`src/common/omc_pkg.sv`:
```
// Constants, types and command codes for the operating mode controller.
// Assumes one device clock and a host that issues one system command at a time.
package omc_pkg;

   // ------------------------------------------------------------------
   // Command codes
   // ------------------------------------------------------------------
   typedef enum logic [3:0] {
      OMC_CMD_NONE = 4'h0,
      OMC_CMD_SLEEP = 4'h1,
      OMC_CMD_WAKEUP = 4'h2,
      OMC_CMD_SETUP = 4'h3,
      OMC_CMD_TEST = 4'h4,
      OMC_CMD_CONNECT = 4'h5,
      OMC_CMD_BOND = 4'h6,
      OMC_CMD_DISCONNECT = 4'h7,
      OMC_CMD_SETUP_DATA = 4'h8,
      OMC_CMD_SETUP_DONE = 4'h9,
      OMC_CMD_WRITE_ID = 4'hA,
      OMC_CMD_TEST_SEL = 4'hB
   } omc_cmd_e;

   // ------------------------------------------------------------------
   // Modes and active levels (one-hot)
   // ------------------------------------------------------------------
   typedef enum logic [3:0] {
      OMC_MODE_SLEEP = 4'b0001,
      OMC_MODE_SETUP = 4'b0010,
      OMC_MODE_ACTIVE = 4'b0100,
      OMC_MODE_TEST = 4'b1000
   } omc_mode_e;

   typedef enum logic [2:0] {
      OMC_LVL_STANDBY = 3'b001,
      OMC_LVL_ADVERT = 3'b010,
      OMC_LVL_CONN = 3'b100
   } omc_level_e;

   // ------------------------------------------------------------------
   // Event codes
   // ------------------------------------------------------------------
   typedef enum logic [2:0] {
      OMC_EVT_STARTED = 3'h1,
      OMC_EVT_DONE = 3'h2,
      OMC_EVT_ERROR = 3'h3,
      OMC_EVT_ADV_TIMEOUT = 3'h4,
      OMC_EVT_CONNECTED = 3'h5,
      OMC_EVT_DISCONNECTED = 3'h6
   } omc_evt_e;

   // ------------------------------------------------------------------
   // Sizes and constants
   // ------------------------------------------------------------------
   localparam int OMC_NUM_BASE_IDS = 5;
   localparam int OMC_ID_W = 128;
   localparam int OMC_SHORT_W = 16;
   localparam int OMC_SHORT_LSB = 8; // Byte 14 of a big-endian identifier.
   localparam int OMC_SHORT_MSB = 23; // Byte 13 of a big-endian identifier.
   localparam int OMC_IDX_W = 3;
   localparam logic [OMC_IDX_W-1:0] OMC_IDX_ZERO = 3'h0;
   localparam logic [1:0] OMC_TEST_NONE = 2'h0;
   localparam logic [1:0] OMC_TEST_RADIO = 2'h1;
   localparam logic [1:0] OMC_TEST_LOOP = 2'h2;
   localparam int OMC_ADV_TIMEOUT_S = 180;
   localparam int OMC_CLK_HZ = 200000000;
   localparam longint OMC_ADV_TIMEOUT_CYC = longint'(OMC_ADV_TIMEOUT_S) * longint'(OMC_CLK_HZ);

   // Command carrier.
   typedef struct packed {
      omc_cmd_e code;
      logic nvm; // Setup done targets nonvolatile memory.
      logic [OMC_IDX_W-1:0] index; // Base identifier slot.
      logic [1:0] test_sel; // Test function choice.
      logic [OMC_ID_W-1:0] data; // Identifier payload.
   } omc_cmd_s;

   // Event carrier.
   typedef struct packed {
      omc_evt_e code;
      omc_cmd_e cmd;
   } omc_evt_s;

endpackage : omc_pkg

```
`src/hw/omc_top.sv`:
```
// Operating mode controller: modes, active levels, data retention and identifier store.
// Assumes one 200 MHz clock, a power reset, and radio/discovery status from same-clock logic.
`timescale 1ns/1ps
`default_nettype none
module omc_top
   import omc_pkg::*;
#(
   parameter longint ADV_TIMEOUT_CYC = OMC_ADV_TIMEOUT_CYC
)
(
   input wire logic core_clk_i, // Device clock.
   input wire logic rst_n_i, // Power reset, active low.
   input wire logic nvm_cfg_valid_i, // Configuration held in nonvolatile memory.
   input wire logic cmd_valid_i, // Command strobe.
   input wire omc_cmd_s cmd_i, // Command contents.
   input wire logic link_up_i, // Radio reports link formed.
   input wire logic link_lost_i, // Radio reports link lost.
   input wire logic disc_needed_i, // Pipe mapping is outdated or absent.
   input wire logic data_req_i, // Application data transfer request.
   output logic evt_valid_o, // Event strobe.
   output omc_evt_s evt_o, // Event contents.
   output omc_mode_e mode_o, // Current mode.
   output omc_level_e level_o, // Current active level.
   output logic radio_adv_o, // Radio advertising enable.
   output logic radio_drop_o, // Pulse: drop the link.
   output logic disc_start_o, // Pulse: start service discovery.
   output logic data_grant_o, // Application data permitted.
   output logic [1:0] test_fn_o, // Selected test function.
   output logic cfg_valid_o, // Configuration present.
   output logic cfg_locked_o, // Configuration locked.
   output logic dyn_valid_o, // Dynamic data held.
   input wire logic [OMC_IDX_W-1:0] id_rd_idx_i, // Base identifier read slot.
   input wire logic [OMC_SHORT_W-1:0] id_rd_short_i, // Short form to substitute.
   output logic [OMC_ID_W-1:0] id_rd_data_o // Expanded identifier.
);

   // ---------------------------------------------------------------
   // Reset release
   // ---------------------------------------------------------------
   logic rst_s1_reg;
   logic rst_n_reg;

   // Two flops release the asynchronous reset in step with the clock.
   always_ff @(posedge core_clk_i or negedge rst_n_i)
   begin
      if (!rst_n_i)
      begin
         rst_s1_reg <= 1'b0;
         rst_n_reg <= 1'b0;
      end
      else
      begin
         rst_s1_reg <= 1'b1;
         rst_n_reg <= rst_s1_reg;
      end
   end

   // ---------------------------------------------------------------
   // Functions
   // ---------------------------------------------------------------
   // Substitutes the short form into bytes 13 and 14 of a big-endian identifier.
   function automatic logic [OMC_ID_W-1:0] omc_expand(input logic [OMC_ID_W-1:0] base,
      input logic [OMC_SHORT_W-1:0] short_id);
      logic [OMC_ID_W-1:0] r;
      r = base;
      r[OMC_SHORT_MSB:OMC_SHORT_LSB] = short_id;
      return r;
   endfunction : omc_expand

   // ---------------------------------------------------------------
   // Command decode
   // ---------------------------------------------------------------
   logic started_reg;
   logic boot_reg;
   omc_mode_e mode_reg;
   omc_level_e level_reg;
   logic cfg_valid_reg;
   logic cfg_locked_reg;
   logic dyn_valid_reg;
   logic [1:0] test_fn_reg;
   logic cmd_ok;
   logic take;
   logic adv_expired;
   logic [63:0] adv_cnt_reg;

   assign take = cmd_valid_i && started_reg;
   assign adv_expired = (level_reg == OMC_LVL_ADVERT) && (adv_cnt_reg >= 64'(ADV_TIMEOUT_CYC - 1));

   // Decides whether a command applies to the present mode.
   always_comb
   begin
      cmd_ok = 1'b0;
      unique case (cmd_i.code)
         OMC_CMD_SLEEP: cmd_ok = (mode_reg == OMC_MODE_ACTIVE);
         OMC_CMD_WAKEUP: cmd_ok = (mode_reg == OMC_MODE_SLEEP);
         OMC_CMD_SETUP: cmd_ok = (mode_reg != OMC_MODE_SLEEP) && !cfg_locked_reg;
         OMC_CMD_TEST: cmd_ok = (mode_reg != OMC_MODE_SLEEP);
         OMC_CMD_CONNECT, OMC_CMD_BOND: cmd_ok = (mode_reg == OMC_MODE_ACTIVE) && (level_reg == OMC_LVL_STANDBY);
         OMC_CMD_DISCONNECT: cmd_ok = (mode_reg == OMC_MODE_ACTIVE) && (level_reg != OMC_LVL_STANDBY);
         OMC_CMD_SETUP_DATA, OMC_CMD_SETUP_DONE: cmd_ok = (mode_reg == OMC_MODE_SETUP) && !cfg_locked_reg;
         OMC_CMD_WRITE_ID: cmd_ok = (mode_reg == OMC_MODE_SETUP) && !cfg_locked_reg
            && (cmd_i.index < OMC_IDX_W'(OMC_NUM_BASE_IDS));
         OMC_CMD_TEST_SEL: cmd_ok = (mode_reg == OMC_MODE_TEST);
         default: cmd_ok = 1'b0;
      endcase
   end

   // ---------------------------------------------------------------
   // Mode machine
   // ---------------------------------------------------------------
   // Selects the mode after reset and on host commands.
   always_ff @(posedge core_clk_i or negedge rst_n_reg)
   begin
      if (!rst_n_reg)
      begin
         mode_reg <= OMC_MODE_SETUP;
         boot_reg <= 1'b1;
      end
      else if (boot_reg)
      begin
         boot_reg <= 1'b0;
         mode_reg <= nvm_cfg_valid_i ? OMC_MODE_ACTIVE : OMC_MODE_SETUP;
      end
      else if (take && cmd_ok)
      begin
         unique case (cmd_i.code)
            OMC_CMD_SLEEP: mode_reg <= OMC_MODE_SLEEP;
            OMC_CMD_WAKEUP: mode_reg <= OMC_MODE_ACTIVE;
            OMC_CMD_SETUP: mode_reg <= OMC_MODE_SETUP;
            OMC_CMD_TEST: mode_reg <= (mode_reg == OMC_MODE_TEST) ? OMC_MODE_ACTIVE : OMC_MODE_TEST;
            OMC_CMD_SETUP_DONE: mode_reg <= OMC_MODE_ACTIVE;
            default: mode_reg <= mode_reg;
         endcase
      end
   end

   // Marks the device as started on the same edge that chooses the mode.
   always_ff @(posedge core_clk_i or negedge rst_n_reg)
   begin
      if (!rst_n_reg)
         started_reg <= 1'b0;
      else if (boot_reg)
         started_reg <= 1'b1;
   end

   // ---------------------------------------------------------------
   // Active levels
   // ---------------------------------------------------------------
   // Tracks standby, advertising and connected inside active mode.
   always_ff @(posedge core_clk_i or negedge rst_n_reg)
   begin
      if (!rst_n_reg)
         level_reg <= OMC_LVL_STANDBY;
      else if (mode_reg != OMC_MODE_ACTIVE)
         level_reg <= OMC_LVL_STANDBY;
      else if (take && cmd_ok && (cmd_i.code == OMC_CMD_SLEEP || cmd_i.code == OMC_CMD_SETUP
            || cmd_i.code == OMC_CMD_TEST || cmd_i.code == OMC_CMD_DISCONNECT))
         level_reg <= OMC_LVL_STANDBY;
      else
      begin
         unique case (level_reg)
            OMC_LVL_STANDBY:
               if (take && cmd_ok && (cmd_i.code == OMC_CMD_CONNECT || cmd_i.code == OMC_CMD_BOND))
                  level_reg <= OMC_LVL_ADVERT;
            OMC_LVL_ADVERT:
               if (link_up_i)
                  level_reg <= OMC_LVL_CONN;
               else if (adv_expired)
                  level_reg <= OMC_LVL_STANDBY;
            OMC_LVL_CONN:
               if (link_lost_i)
                  level_reg <= OMC_LVL_STANDBY;
            default: level_reg <= OMC_LVL_STANDBY;
         endcase
      end
   end

   // Counts advertising time; a formed link clears the count to zero.
   always_ff @(posedge core_clk_i or negedge rst_n_reg)
   begin
      if (!rst_n_reg)
         adv_cnt_reg <= 64'h0;
      else if (level_reg == OMC_LVL_ADVERT && !link_up_i)
         adv_cnt_reg <= adv_cnt_reg + 64'h1;
      else
         adv_cnt_reg <= 64'h0;
   end

   // ---------------------------------------------------------------
   // Configuration and dynamic data
   // ---------------------------------------------------------------
   // Holds configuration state; nonvolatile writes lock it.
   always_ff @(posedge core_clk_i or negedge rst_n_reg)
   begin
      if (!rst_n_reg)
      begin
         cfg_valid_reg <= 1'b0;
         cfg_locked_reg <= 1'b0;
      end
      else if (boot_reg && nvm_cfg_valid_i)
      begin
         cfg_valid_reg <= 1'b1;
         cfg_locked_reg <= 1'b1;
      end
      else if (take && cmd_ok && cmd_i.code == OMC_CMD_SETUP_DONE)
      begin
         cfg_valid_reg <= 1'b1;
         cfg_locked_reg <= cmd_i.nvm;
      end
   end

   // Dynamic data survives sleep; entering setup or test clears it.
   always_ff @(posedge core_clk_i or negedge rst_n_reg)
   begin
      if (!rst_n_reg)
         dyn_valid_reg <= 1'b0;
      else if (take && cmd_ok && (cmd_i.code == OMC_CMD_SETUP
            || (cmd_i.code == OMC_CMD_TEST && mode_reg != OMC_MODE_TEST)))
         dyn_valid_reg <= 1'b0;
      else if (level_reg == OMC_LVL_CONN && mode_reg == OMC_MODE_ACTIVE)
         dyn_valid_reg <= 1'b1;
   end

   // Selects the test function; leaving test mode clears it.
   always_ff @(posedge core_clk_i or negedge rst_n_reg)
   begin
      if (!rst_n_reg)
         test_fn_reg <= OMC_TEST_NONE;
      else if (mode_reg != OMC_MODE_TEST)
         test_fn_reg <= OMC_TEST_NONE;
      else if (take && cmd_ok && cmd_i.code == OMC_CMD_TEST_SEL
               && (cmd_i.test_sel == OMC_TEST_RADIO || cmd_i.test_sel == OMC_TEST_LOOP))
         test_fn_reg <= cmd_i.test_sel;
   end

   // ---------------------------------------------------------------
   // Base identifier store
   // ---------------------------------------------------------------
   logic [OMC_ID_W-1:0] base_id_reg [OMC_NUM_BASE_IDS];

   // Setup writes one of five base identifiers.
   always_ff @(posedge core_clk_i or negedge rst_n_reg)
   begin
      if (!rst_n_reg)
      begin
         for (int i = 0; i < OMC_NUM_BASE_IDS; i++)
            base_id_reg[i] <= '0;
      end
      else if (take && cmd_ok && cmd_i.code == OMC_CMD_WRITE_ID)
         base_id_reg[cmd_i.index] <= cmd_i.data;
   end

   // Registers the expanded identifier for the reader.
   always_ff @(posedge core_clk_i or negedge rst_n_reg)
   begin
      if (!rst_n_reg)
         id_rd_data_o <= '0;
      else if (id_rd_idx_i < OMC_IDX_W'(OMC_NUM_BASE_IDS))
         id_rd_data_o <= omc_expand(base_id_reg[id_rd_idx_i], id_rd_short_i);
      else
         id_rd_data_o <= '0;
   end

   // ---------------------------------------------------------------
   // Events and radio controls
   // ---------------------------------------------------------------
   logic leave_conn;
   assign leave_conn = (level_reg == OMC_LVL_CONN) && take && cmd_ok
                       && (cmd_i.code == OMC_CMD_SLEEP || cmd_i.code == OMC_CMD_SETUP
                           || cmd_i.code == OMC_CMD_TEST || cmd_i.code == OMC_CMD_DISCONNECT);

   // Issues one event per accepted or refused command; level events go out only in cycles with no command.
   always_ff @(posedge core_clk_i or negedge rst_n_reg)
   begin
      if (!rst_n_reg)
      begin
         evt_valid_o <= 1'b0;
         evt_o <= '{code: OMC_EVT_DONE, cmd: OMC_CMD_NONE};
      end
      else if (boot_reg)
      begin
         evt_valid_o <= 1'b1;
         evt_o <= '{code: OMC_EVT_STARTED, cmd: OMC_CMD_NONE};
      end
      else if (take)
      begin
         evt_valid_o <= 1'b1;
         evt_o <= '{code: cmd_ok ? OMC_EVT_DONE : OMC_EVT_ERROR, cmd: cmd_i.code};
      end
      else if (mode_reg == OMC_MODE_ACTIVE && level_reg == OMC_LVL_ADVERT && link_up_i)
      begin
         evt_valid_o <= 1'b1;
         evt_o <= '{code: OMC_EVT_CONNECTED, cmd: OMC_CMD_NONE};
      end
      else if (mode_reg == OMC_MODE_ACTIVE && adv_expired && !link_up_i)
      begin
         evt_valid_o <= 1'b1;
         evt_o <= '{code: OMC_EVT_ADV_TIMEOUT, cmd: OMC_CMD_NONE};
      end
      else if (mode_reg == OMC_MODE_ACTIVE && level_reg == OMC_LVL_CONN && link_lost_i)
      begin
         evt_valid_o <= 1'b1;
         evt_o <= '{code: OMC_EVT_DISCONNECTED, cmd: OMC_CMD_NONE};
      end
      else
         evt_valid_o <= 1'b0;
   end

   // Pulses the drop and discovery controls.
   always_ff @(posedge core_clk_i or negedge rst_n_reg)
   begin
      if (!rst_n_reg)
      begin
         radio_drop_o <= 1'b0;
         disc_start_o <= 1'b0;
      end
      else
      begin
         radio_drop_o <= leave_conn;
         disc_start_o <= (mode_reg == OMC_MODE_ACTIVE) && (level_reg == OMC_LVL_ADVERT)
                         && link_up_i && disc_needed_i;
      end
   end

   // Level outputs follow the state registers.
   assign mode_o = mode_reg;
   assign level_o = level_reg;
   assign radio_adv_o = (mode_reg == OMC_MODE_ACTIVE) && (level_reg == OMC_LVL_ADVERT);
   assign data_grant_o = cfg_valid_reg && (mode_reg == OMC_MODE_ACTIVE)
                         && (level_reg == OMC_LVL_CONN) && data_req_i;
   assign test_fn_o = test_fn_reg;
   assign cfg_valid_o = cfg_valid_reg;
   assign cfg_locked_o = cfg_locked_reg;
   assign dyn_valid_o = dyn_valid_reg;

endmodule : omc_top
`default_nettype wire

```
`config.mk`:
```
export PLATFORM = sky130hd
export DESIGN_NAME = omc_top
export DESIGN_NICKNAME = d
export VERILOG_FILES = /design/src/common/omc_pkg.sv /design/src/hw/omc_top.sv
export SDC_FILE = /design/constraint.sdc
export NUM_CORES = 1
export LEC_CHECK = 0
export ABC_CLOCK_PERIOD_IN_PS = 22500
export BUFFER_PORTS_ARGS = -buffer_cell sky130_fd_sc_hd__buf_2
export CAP_MARGIN = 20
export CORE_MARGIN = 2
export CORE_UTILIZATION = 45
export DETAILED_ROUTE_END_ITERATION = 12
export GPL_TIMING_DRIVEN = 0
export HOLD_SLACK_MARGIN = 0.06
export PLACE_DENSITY = 0.73
export REMOVE_ABC_BUFFERS = 1
export SYNTH_ARGS = -nofsm -noshare
export SYNTH_HDL_FRONTEND = slang
export SYNTH_SLANG_ARGS = --single-unit
```
`constraint.sdc`:
```
create_clock -name core_clk_i -period 22.5 [get_ports core_clk_i]
set_clock_uncertainty 0.15 [all_clocks]
set_input_delay 6.75 -clock core_clk_i [delete_from_list [all_inputs] [get_ports core_clk_i]]
set_output_delay 6.75 -clock core_clk_i [all_outputs]
set_load 0.02 [all_outputs]
```
* Yosys cells after proc, flatten, opt, wreduce, memory -nomap -nowiden
Cells that the tools add are included.
** Storage, ports and cells
- Register bits :: 858
- Logic and storage cells :: 149
- Input bits :: 165
- Output and inout bits :: 152
** Cells by class
- Bitwise logic cells :: 2
- Magnitude comparators :: 6
- Equal/unequal tests :: 27
- $add $sub $neg :: 1
- Mux-type cells :: 40
- Reductions and logical operators :: 51
** Operators with widths (number)
- 640-bit bitwise mux :: 1
- 128-bit two-way mux :: 4
- 128-bit binary-select mux with 3-bit select :: 1
- 128-bit demux with 3-bit select :: 1
- 64-bit by 1-bit adder with 64-bit output, second input constant :: 1
- 64-bit by 36-bit greater-or-equal comparator with 1-bit output, second input constant :: 1
- 64-bit two-way mux :: 1
- 7-bit two-way mux :: 5
- 1-bit logical AND :: 32
- 3-bit two-way mux :: 7
- 4-bit by 3-bit == test with 1-bit output, second input constant :: 5
- 4-bit == test, second input constant :: 5
- 4-bit case mux with 4 select lines :: 1
- 4-bit by 2-bit == test with 1-bit output, second input constant :: 3
- 1-bit two-way mux :: 12
- 4-bit two-way mux :: 3
- 5-bit nonzero test :: 2
- 1-bit case mux with 9 select lines :: 1
- 3-bit case mux with 3 select lines :: 1
- 4-bit by 1-bit == test with 1-bit output, second input constant :: 2
- 4-bit greater-or-equal comparator, second input constant :: 2
- 4-bit by 1-bit != test with 1-bit output, second input constant :: 2
- 4-bit != test, second input constant :: 2
- 3-bit NOT with 4-bit output :: 2
- other kinds (17) :: 30

* Longest topological paths before layout
Gate-level depths: netlist (run 1).
- Depth after elaboration :: 10
- Gate-level depth with buffers :: 10

* Least setup slack after synthesis (run 1)
OpenSTA, ideal clock, no wires.
- Kind :: input port to output port
- Start :: in data_req_i
- End :: out data_grant_o
- Slack :: 8.604 ns
- Buffers on the path :: 0
- Stages :: 1
- Arrival time :: 6.996 ns
- Data required time :: 15.600 ns
- Cells stage by stage :: and3_1
** Between the ends
- Word-level cells in the longest chain between the ends :: 1
** RTL lines
- start: declaration :: line omc_top.sv:19 : input wire logic data_req_i,
- 1-bit logical AND :: line omc_top.sv:330 : && (level_reg == OMC_LVL_CONN) && data_req_i;
- end: declaration :: line omc_top.sv:27 : output logic data_grant_o,
Every way passes these cells.

* Final worst setup path (run 1)
Same ends and word-level chain as after synthesis.

==> out/metrics.cfg, run 1 <==
[outcome]
outcome = completed

[logic_synthesis]
ys_seq_area_frac = 0.589
synthTopCellsByArea = dfrtp_1 59%, mux2_2 18%, mux4_2 7.6%, o21ai_0 1.9%, nand2_1 1.7%
syn_inst = 2350
synth_area_leader_cell = dfrtp_1
synth.area.mux_share = 0.268
synth-compound-area-share = 0.0312
synth.top_cell.area_share = 0.586
synth-adder-area-share = 0.000378
synth_area_sq_um = 33100
synthSimpleGateAreaFrac = 0.0584
synth_area_per_cell_sq_um = 14.1
ys_seq_elements = 778
synthArstFlopShare = 1.00
synth-xor-area-share = 0.0146
yosysWarnings = 0
ys.flop_type = dfrtp_1
synth_top_family_by_area = multiplexers
synth_cell_types = 61
synth-edff-count = 0

[sta]
finalCritPeriodShare = 0.625
slew-limit-headroom = 0.361
whs_ps = 209
final_max_slew_viol_count = 0
setup_ws_ps = 8430
setup_viol = 0
setup_tns_ps = 0
hold_violations = 0
rsz0062_at_grt = false
timing.final.crit_period_ps = 14070
max_freq_ghz = 0.0711
worst_pin_slew_ps = 955

[finish]
largest_reg_flops = 560
layout.nets = 2815
multi_input_area_sq_um = 12400
regArea_sq_um = 19500
fillers = 5877
syn2layout_area_growth_pct = 18.0
design_area_sq_um = 39000
drive_above_1_share = 0.430

[detailed_routing]
via_count = 20100
viasPerCell = 5.46
ant_nets = 0
wire_per_inst_microns = 20.4
wl_mm = 75.1
drtPass1Iterations = 7
drc = 0
first_iter_violations = 1285

[worst_setup_path]
worstSetupStartpointType = primary input
r2r_cells = 8
crit_family = buffers and inverters
critical_path_class = primary input to output port
worstPathRequired_ps = 15600
worstPathCellList = buf_2 > and3_1 > buf_2
crit_arrival_ps = 7170
critPathBufInv = 2
cp_num_cells = 3
endpoint_kind = output port
crit_top_cell = buf_2
cp_slowest_cell = and3_1
path_max_fanout = 1
cpPeakStageDelay_ps = 170

[clocking]
cts_tree = done
cts_made_buffers = 84
cts_setup_buffers = 0
cts-resized-gates = 0
cts_root_buf = clkbuf_16
clk_pin_slew_ps = 60
cts_buffer_depth = 3
htree_levels = 3
clock_latency_ps = 630
clock-sinks = 778
cts_hold_buf = 0

[global_route]
use_met2 = 0.340
track_usage = 0.201
grt_util_met3 = 0.0452
grt_max_degree = 82
grt_busiest_layer = met2
grt_use_met1 = 0.258
grt_pass1_wl_mm = 120
antenna_found_initial = 14
globalRouteOverflowTotal = 0
grt_pass1_vias = 22100

[min_path]
min_path_cells = 0
hold_class = flip-flop to flip-flop

[placement]
dpl-instance-area_sq_um = 36000
numPortBuffers = 300
gp_congestion = 0.810
dpl.hpwl_mm = 47.8
dp_slack_ps = 8420

[power_and_ir_drop]
p_leak_nw = 18.8
powerDensity_nw_per_um2 = 77.2
ir_drop_v = 0.0000730

[die]
core_area_sq_um = 72800
die_h_microns = 275
initial_utilization = 0.454
num_rows = 99
die_x_microns = 275
dieArea_sq_um = 75700
ios = 317

[run]
cap_viol_max_count = 0

## final cells by class
type	instances	share of cell area
diodes	5	0.000321
multi-input cells	1309	0.317
clock buffers	113	0.0615
inverters	129	0.0124
repair buffers	347	0.0647
flip-flops and latches	778	0.499
well taps	959	0.0307
clock inverters	43	0.0148
## metrics by stage
step	power (W)	instances	util
floorplan	0.00150	2216	-
global placement	0.00156	3475	0.480
detailed placement	0.00157	3522	0.495
CTS	0.00305	3678	0.536
global route	0.00312	3683	0.536
finish	0.00301	3683	0.536
## metal layers
metal | share of wire | wire length, microns
met5 | 0.0014 | 103
met4 | 0.026 | 1920
met3 | 0.054 | 4050
met2 | 0.50 | 37800
met1 | 0.42 | 31200
## cell usage in the layout, fill, tap and decap left out, drive strengths merged, types with 5 or more instances in the layout
cell,n
a211oi,5
a21oi,18
and2,20
and3,11
buf,347
bufinv,11
clkbuf,113
clkinv,19
clkinvlp,5
dfrtp,774
diode,5
inv,137
mux2,560
mux4,112
nand2,149
nand3,28
nand4,17
nor2,82
nor2b,6
nor3,27
nor4,22
o21ai,125
or3,9
xnor2,35
xor2,20
## logic make-up after synthesis
| family | Yosys count |
|---|---|
| adders and majority gates | 1 |
| AOI/OAI and AO/OA | 177 |
| other | 2 |
| buffers and inverters | 263 |
| xor gates and xnor gates | 55 |
| and+or+nand+nor | 399 |
| DFF | 778 |
| muxes | 675 |
## cell usage after synthesis, drive strengths merged, types with 2 or more instances
library cell    n
or3             9
a32o            4
and2           20
mux2i           3
nand4b          3
dfstp           4
o21ai         125
inv           129
nor2           82
nand3          28
a21oi          18
or4             3
o41ai           2
or2             3
buf            77
and4b           2
and3           11
nor4           22
nor3b           4
a211oi          5
nor3           27
nor2b           6
nor4b           3
xnor2          35
mux4          112
clkbuf         57
dfrtp         774
a22oi           2
xor2           20
mux2          560
o32ai           4
conb            2
nand2         149
o211ai          2
nand3b          3
nand4          17
a21o            2
nand2b          4
a221o           2
## path summary, 6_finish.rpt
check                            from  slack, ps                to
hold / removal             rst_s1_reg        210         rst_n_reg
min in group asynchronous   rst_n_reg        270   base_id_reg[43]
setup / recovery           data_req_i       8430      data_grant_o
setup reg to reg            mode_o[0]      18670  base_id_reg[120]
hold reg to reg            rst_s1_reg        210         rst_n_reg
max in group asynchronous     rst_n_i      16330         rst_n_reg
## report_power, final
group / total, W / internal (W) / switching (W)
Combinational: 0.000124 / 0.0000439 / 0.0000798
Sequential: 0.00142 / 0.00141 / 0.00000898
Clock: 0.00147 / 0.000884 / 0.000582
Total: 0.00301 / 0.00234 / 0.000671
(Power assumes the default switching activity.)
==> run 2, diff against run 1 <==
--- a/config.mk
+++ b/config.mk
@@ -5,7 +5,7 @@
 export SDC_FILE = /design/constraint.sdc
 export NUM_CORES = 1
 export LEC_CHECK = 0
-export ABC_CLOCK_PERIOD_IN_PS = 22500
+export ABC_CLOCK_PERIOD_IN_PS = 14420
 export BUFFER_PORTS_ARGS = -buffer_cell sky130_fd_sc_hd__buf_2
 export CAP_MARGIN = 20
 export CORE_MARGIN = 2
@@ -13,7 +13,7 @@
 export DETAILED_ROUTE_END_ITERATION = 12
 export GPL_TIMING_DRIVEN = 0
 export HOLD_SLACK_MARGIN = 0.06
-export PLACE_DENSITY = 0.73
+export PLACE_DENSITY = 0.7
 export REMOVE_ABC_BUFFERS = 1
 export SYNTH_ARGS = -nofsm -noshare
 export SYNTH_HDL_FRONTEND = slang
==> constraint.sdc (replaced) <==
create_clock -name core_clk_i -period 14.42 [get_ports core_clk_i]
set_clock_uncertainty 0.15 [all_clocks]
set_input_delay 4.326 -clock core_clk_i [delete_from_list [all_inputs] [get_ports core_clk_i]]
set_output_delay 4.326 -clock core_clk_i [all_outputs]
set_load 0.02 [all_outputs]
==> run 2 against run 1 <==
Effect of this change: count of clock-buffer cells in the layout grew 5; critical path depth stayed put; register-to-register slack worse by 8000 ps; via count decreased by 1.6%; setup slack lost 3200 ps; final cell count shrank 0.24%; clock power increased by 49%; utilization shrank 0.23 points; power grew 53%; die area unchanged.
==> out/metrics.cfg, run 2 (same netlist as run 1, synthesis figures left out) <==
[finish]
layout.nets = 2812
fillers = 5978
syn2layout_area_growth_pct = 17.5
fin_util = 0.534
layout_common_cells = 773 x dfrtp_1, 542 x mux2_2, 297 x buf_2
largest_reg_flops = 560
multi_input_area_sq_um = 12400
drive_above_1_share = 0.427
layout_commonest_cell = dfrtp_1
regArea_sq_um = 19500

[global_route]
track_usage = 0.200
grt_pass1_wl_mm = 119
globalRouteOverflowTotal = 0
grt_pass1_vias = 21500
grt_max_degree = 94
antenna_found_initial = 10

[sta]
timing.final.crit_period_ps = 9200
final_max_slew_viol_count = 0
setup_tns_ps = 0
hold_violations = 0
worst_pin_slew_ps = 1100
setup_viol = 0
whs_ps = 76.9
slew-limit-headroom = 0.264
rsz0062_at_grt = false
finalCritPeriodShare = 0.638
max_freq_ghz = 0.109

[worst_setup_path]
crit_arrival_ps = 4720
r2r_end = base_id_reg[173]
path_max_fanout = 1
r2r-start = mode_o[0]
critPathBufInv = 2
crit_family = buffers and inverters
worstPathCellList = buf_2 > and3_1 > buf_2
worstSetupStartpointType = primary input
crit_top_cell = buf_2
endpoint_kind = output port
cp_slowest_cell = and3_1
cpPeakStageDelay_ps = 150
regToRegSetupSlack_ps = 10690
r2r_cells = 7
critical_path_class = primary input to output port
worstPathRequired_ps = 9940

[die]
ios = 317
die_x_microns = 275
num_rows = 99
core_area_sq_um = 72800
die_h_microns = 275
initial_utilization = 0.454
dieArea_sq_um = 75700

[clocking]
htree_levels = 3
clk_pin_slew_ps = 60
cts_hold_buf = 0
cts_setup_buffers = 0
cts_root_buf = clkbuf_16
cts_made_buffers = 83
clock_latency_ps = 630
clock-sinks = 778
cts_buffer_depth = 3
cts-resized-gates = 0
cts_tree = done

[detailed_routing]
drc = 0
wl_mm = 74.3
via_count = 19800
ant_nets = 0
wire_per_inst_microns = 20.2
drtPass1Iterations = 5
viasPerCell = 5.39
first_iter_violations = 1332

[min_path]
hold_class = flip-flop to async pin

[power_and_ir_drop]
powerDensity_nw_per_um2 = 118
p_leak_nw = 18.8
ir_drop_v = 0.0000998

[run]
cap_viol_max_count = 0

[placement]
dpl.hpwl_mm = 47.2
numPortBuffers = 300
gp_congestion = 0.785

[outcome]
outcome = completed

## run 2: layer usage
metal / track usage / vias up / wire length, microns
met3: 0.0442 / 124 / 3850
li1: - / 8884 / -
met5: 0 / - / 102
met1: 0.259 / 10400 / 31600
met4: 0.0578 / 16 / 1530
met2: 0.337 / 375 / 37300
## run 2: worst register-to-register path: stages (launching register included)
cell	delay, ps
dfrtp_1	460
nor4b_4	480
a22o_1	260
a221oi_4	110
nor4b_4	460
and4b_4	880
buf_16	370
mux2_2	450
## run 2: stage by stage
step           worst slack, ps  total power, W  instance area, sq um  std cells
4_1_cts                   5220         0.00467                 38900       3671
3_5_place_dp              5220         0.00246                 36000       3520
2_1_floorplan            -9010         0.00234                 32300       2216
6_report                  5220         0.00460                 38900       3674
5_1_grt                   5200         0.00478                 38900       3673
3_3_place_gp            -15740         0.00243                 35000       3475
## run 2: final cells by class
class / count / area share
Timing Repair Buffer: 345 / 0.0644
Sequential cell: 778 / 0.501
Multi-Input combinational cell: 1309 / 0.318
Clock buffer: 118 / 0.0615
Inverter: 129 / 0.0125
Antenna cell: 3 / 0.000193
Tap cell: 959 / 0.0309
Clock inverter: 33 / 0.0116
## run 2: power by group
part | internal, W | switching (W) | total, W
Combinational | 0.0000684 | 0.000125 | 0.000194
Sequential | 0.00221 | 0.0000122 | 0.00222
Clock | 0.00131 | 0.000883 | 0.00219
Total | 0.00358 | 0.00102 | 0.00460
## run 2: how the worst max path moves through the flow
stage                          start                to  slack, ps  depth (start not counted)
after detailed placement  data_req_i      data_grant_o       5220                          3
after CTS                 data_req_i      data_grant_o       5220                          3
after global routing      data_req_i      data_grant_o       5200                          3
final                     data_req_i      data_grant_o       5220                          3
after global placement     rst_n_reg  id_rd_data_o[15]     -15740                          0
after floorplan            rst_n_reg    adv_cnt_reg[0]      -9010                          0
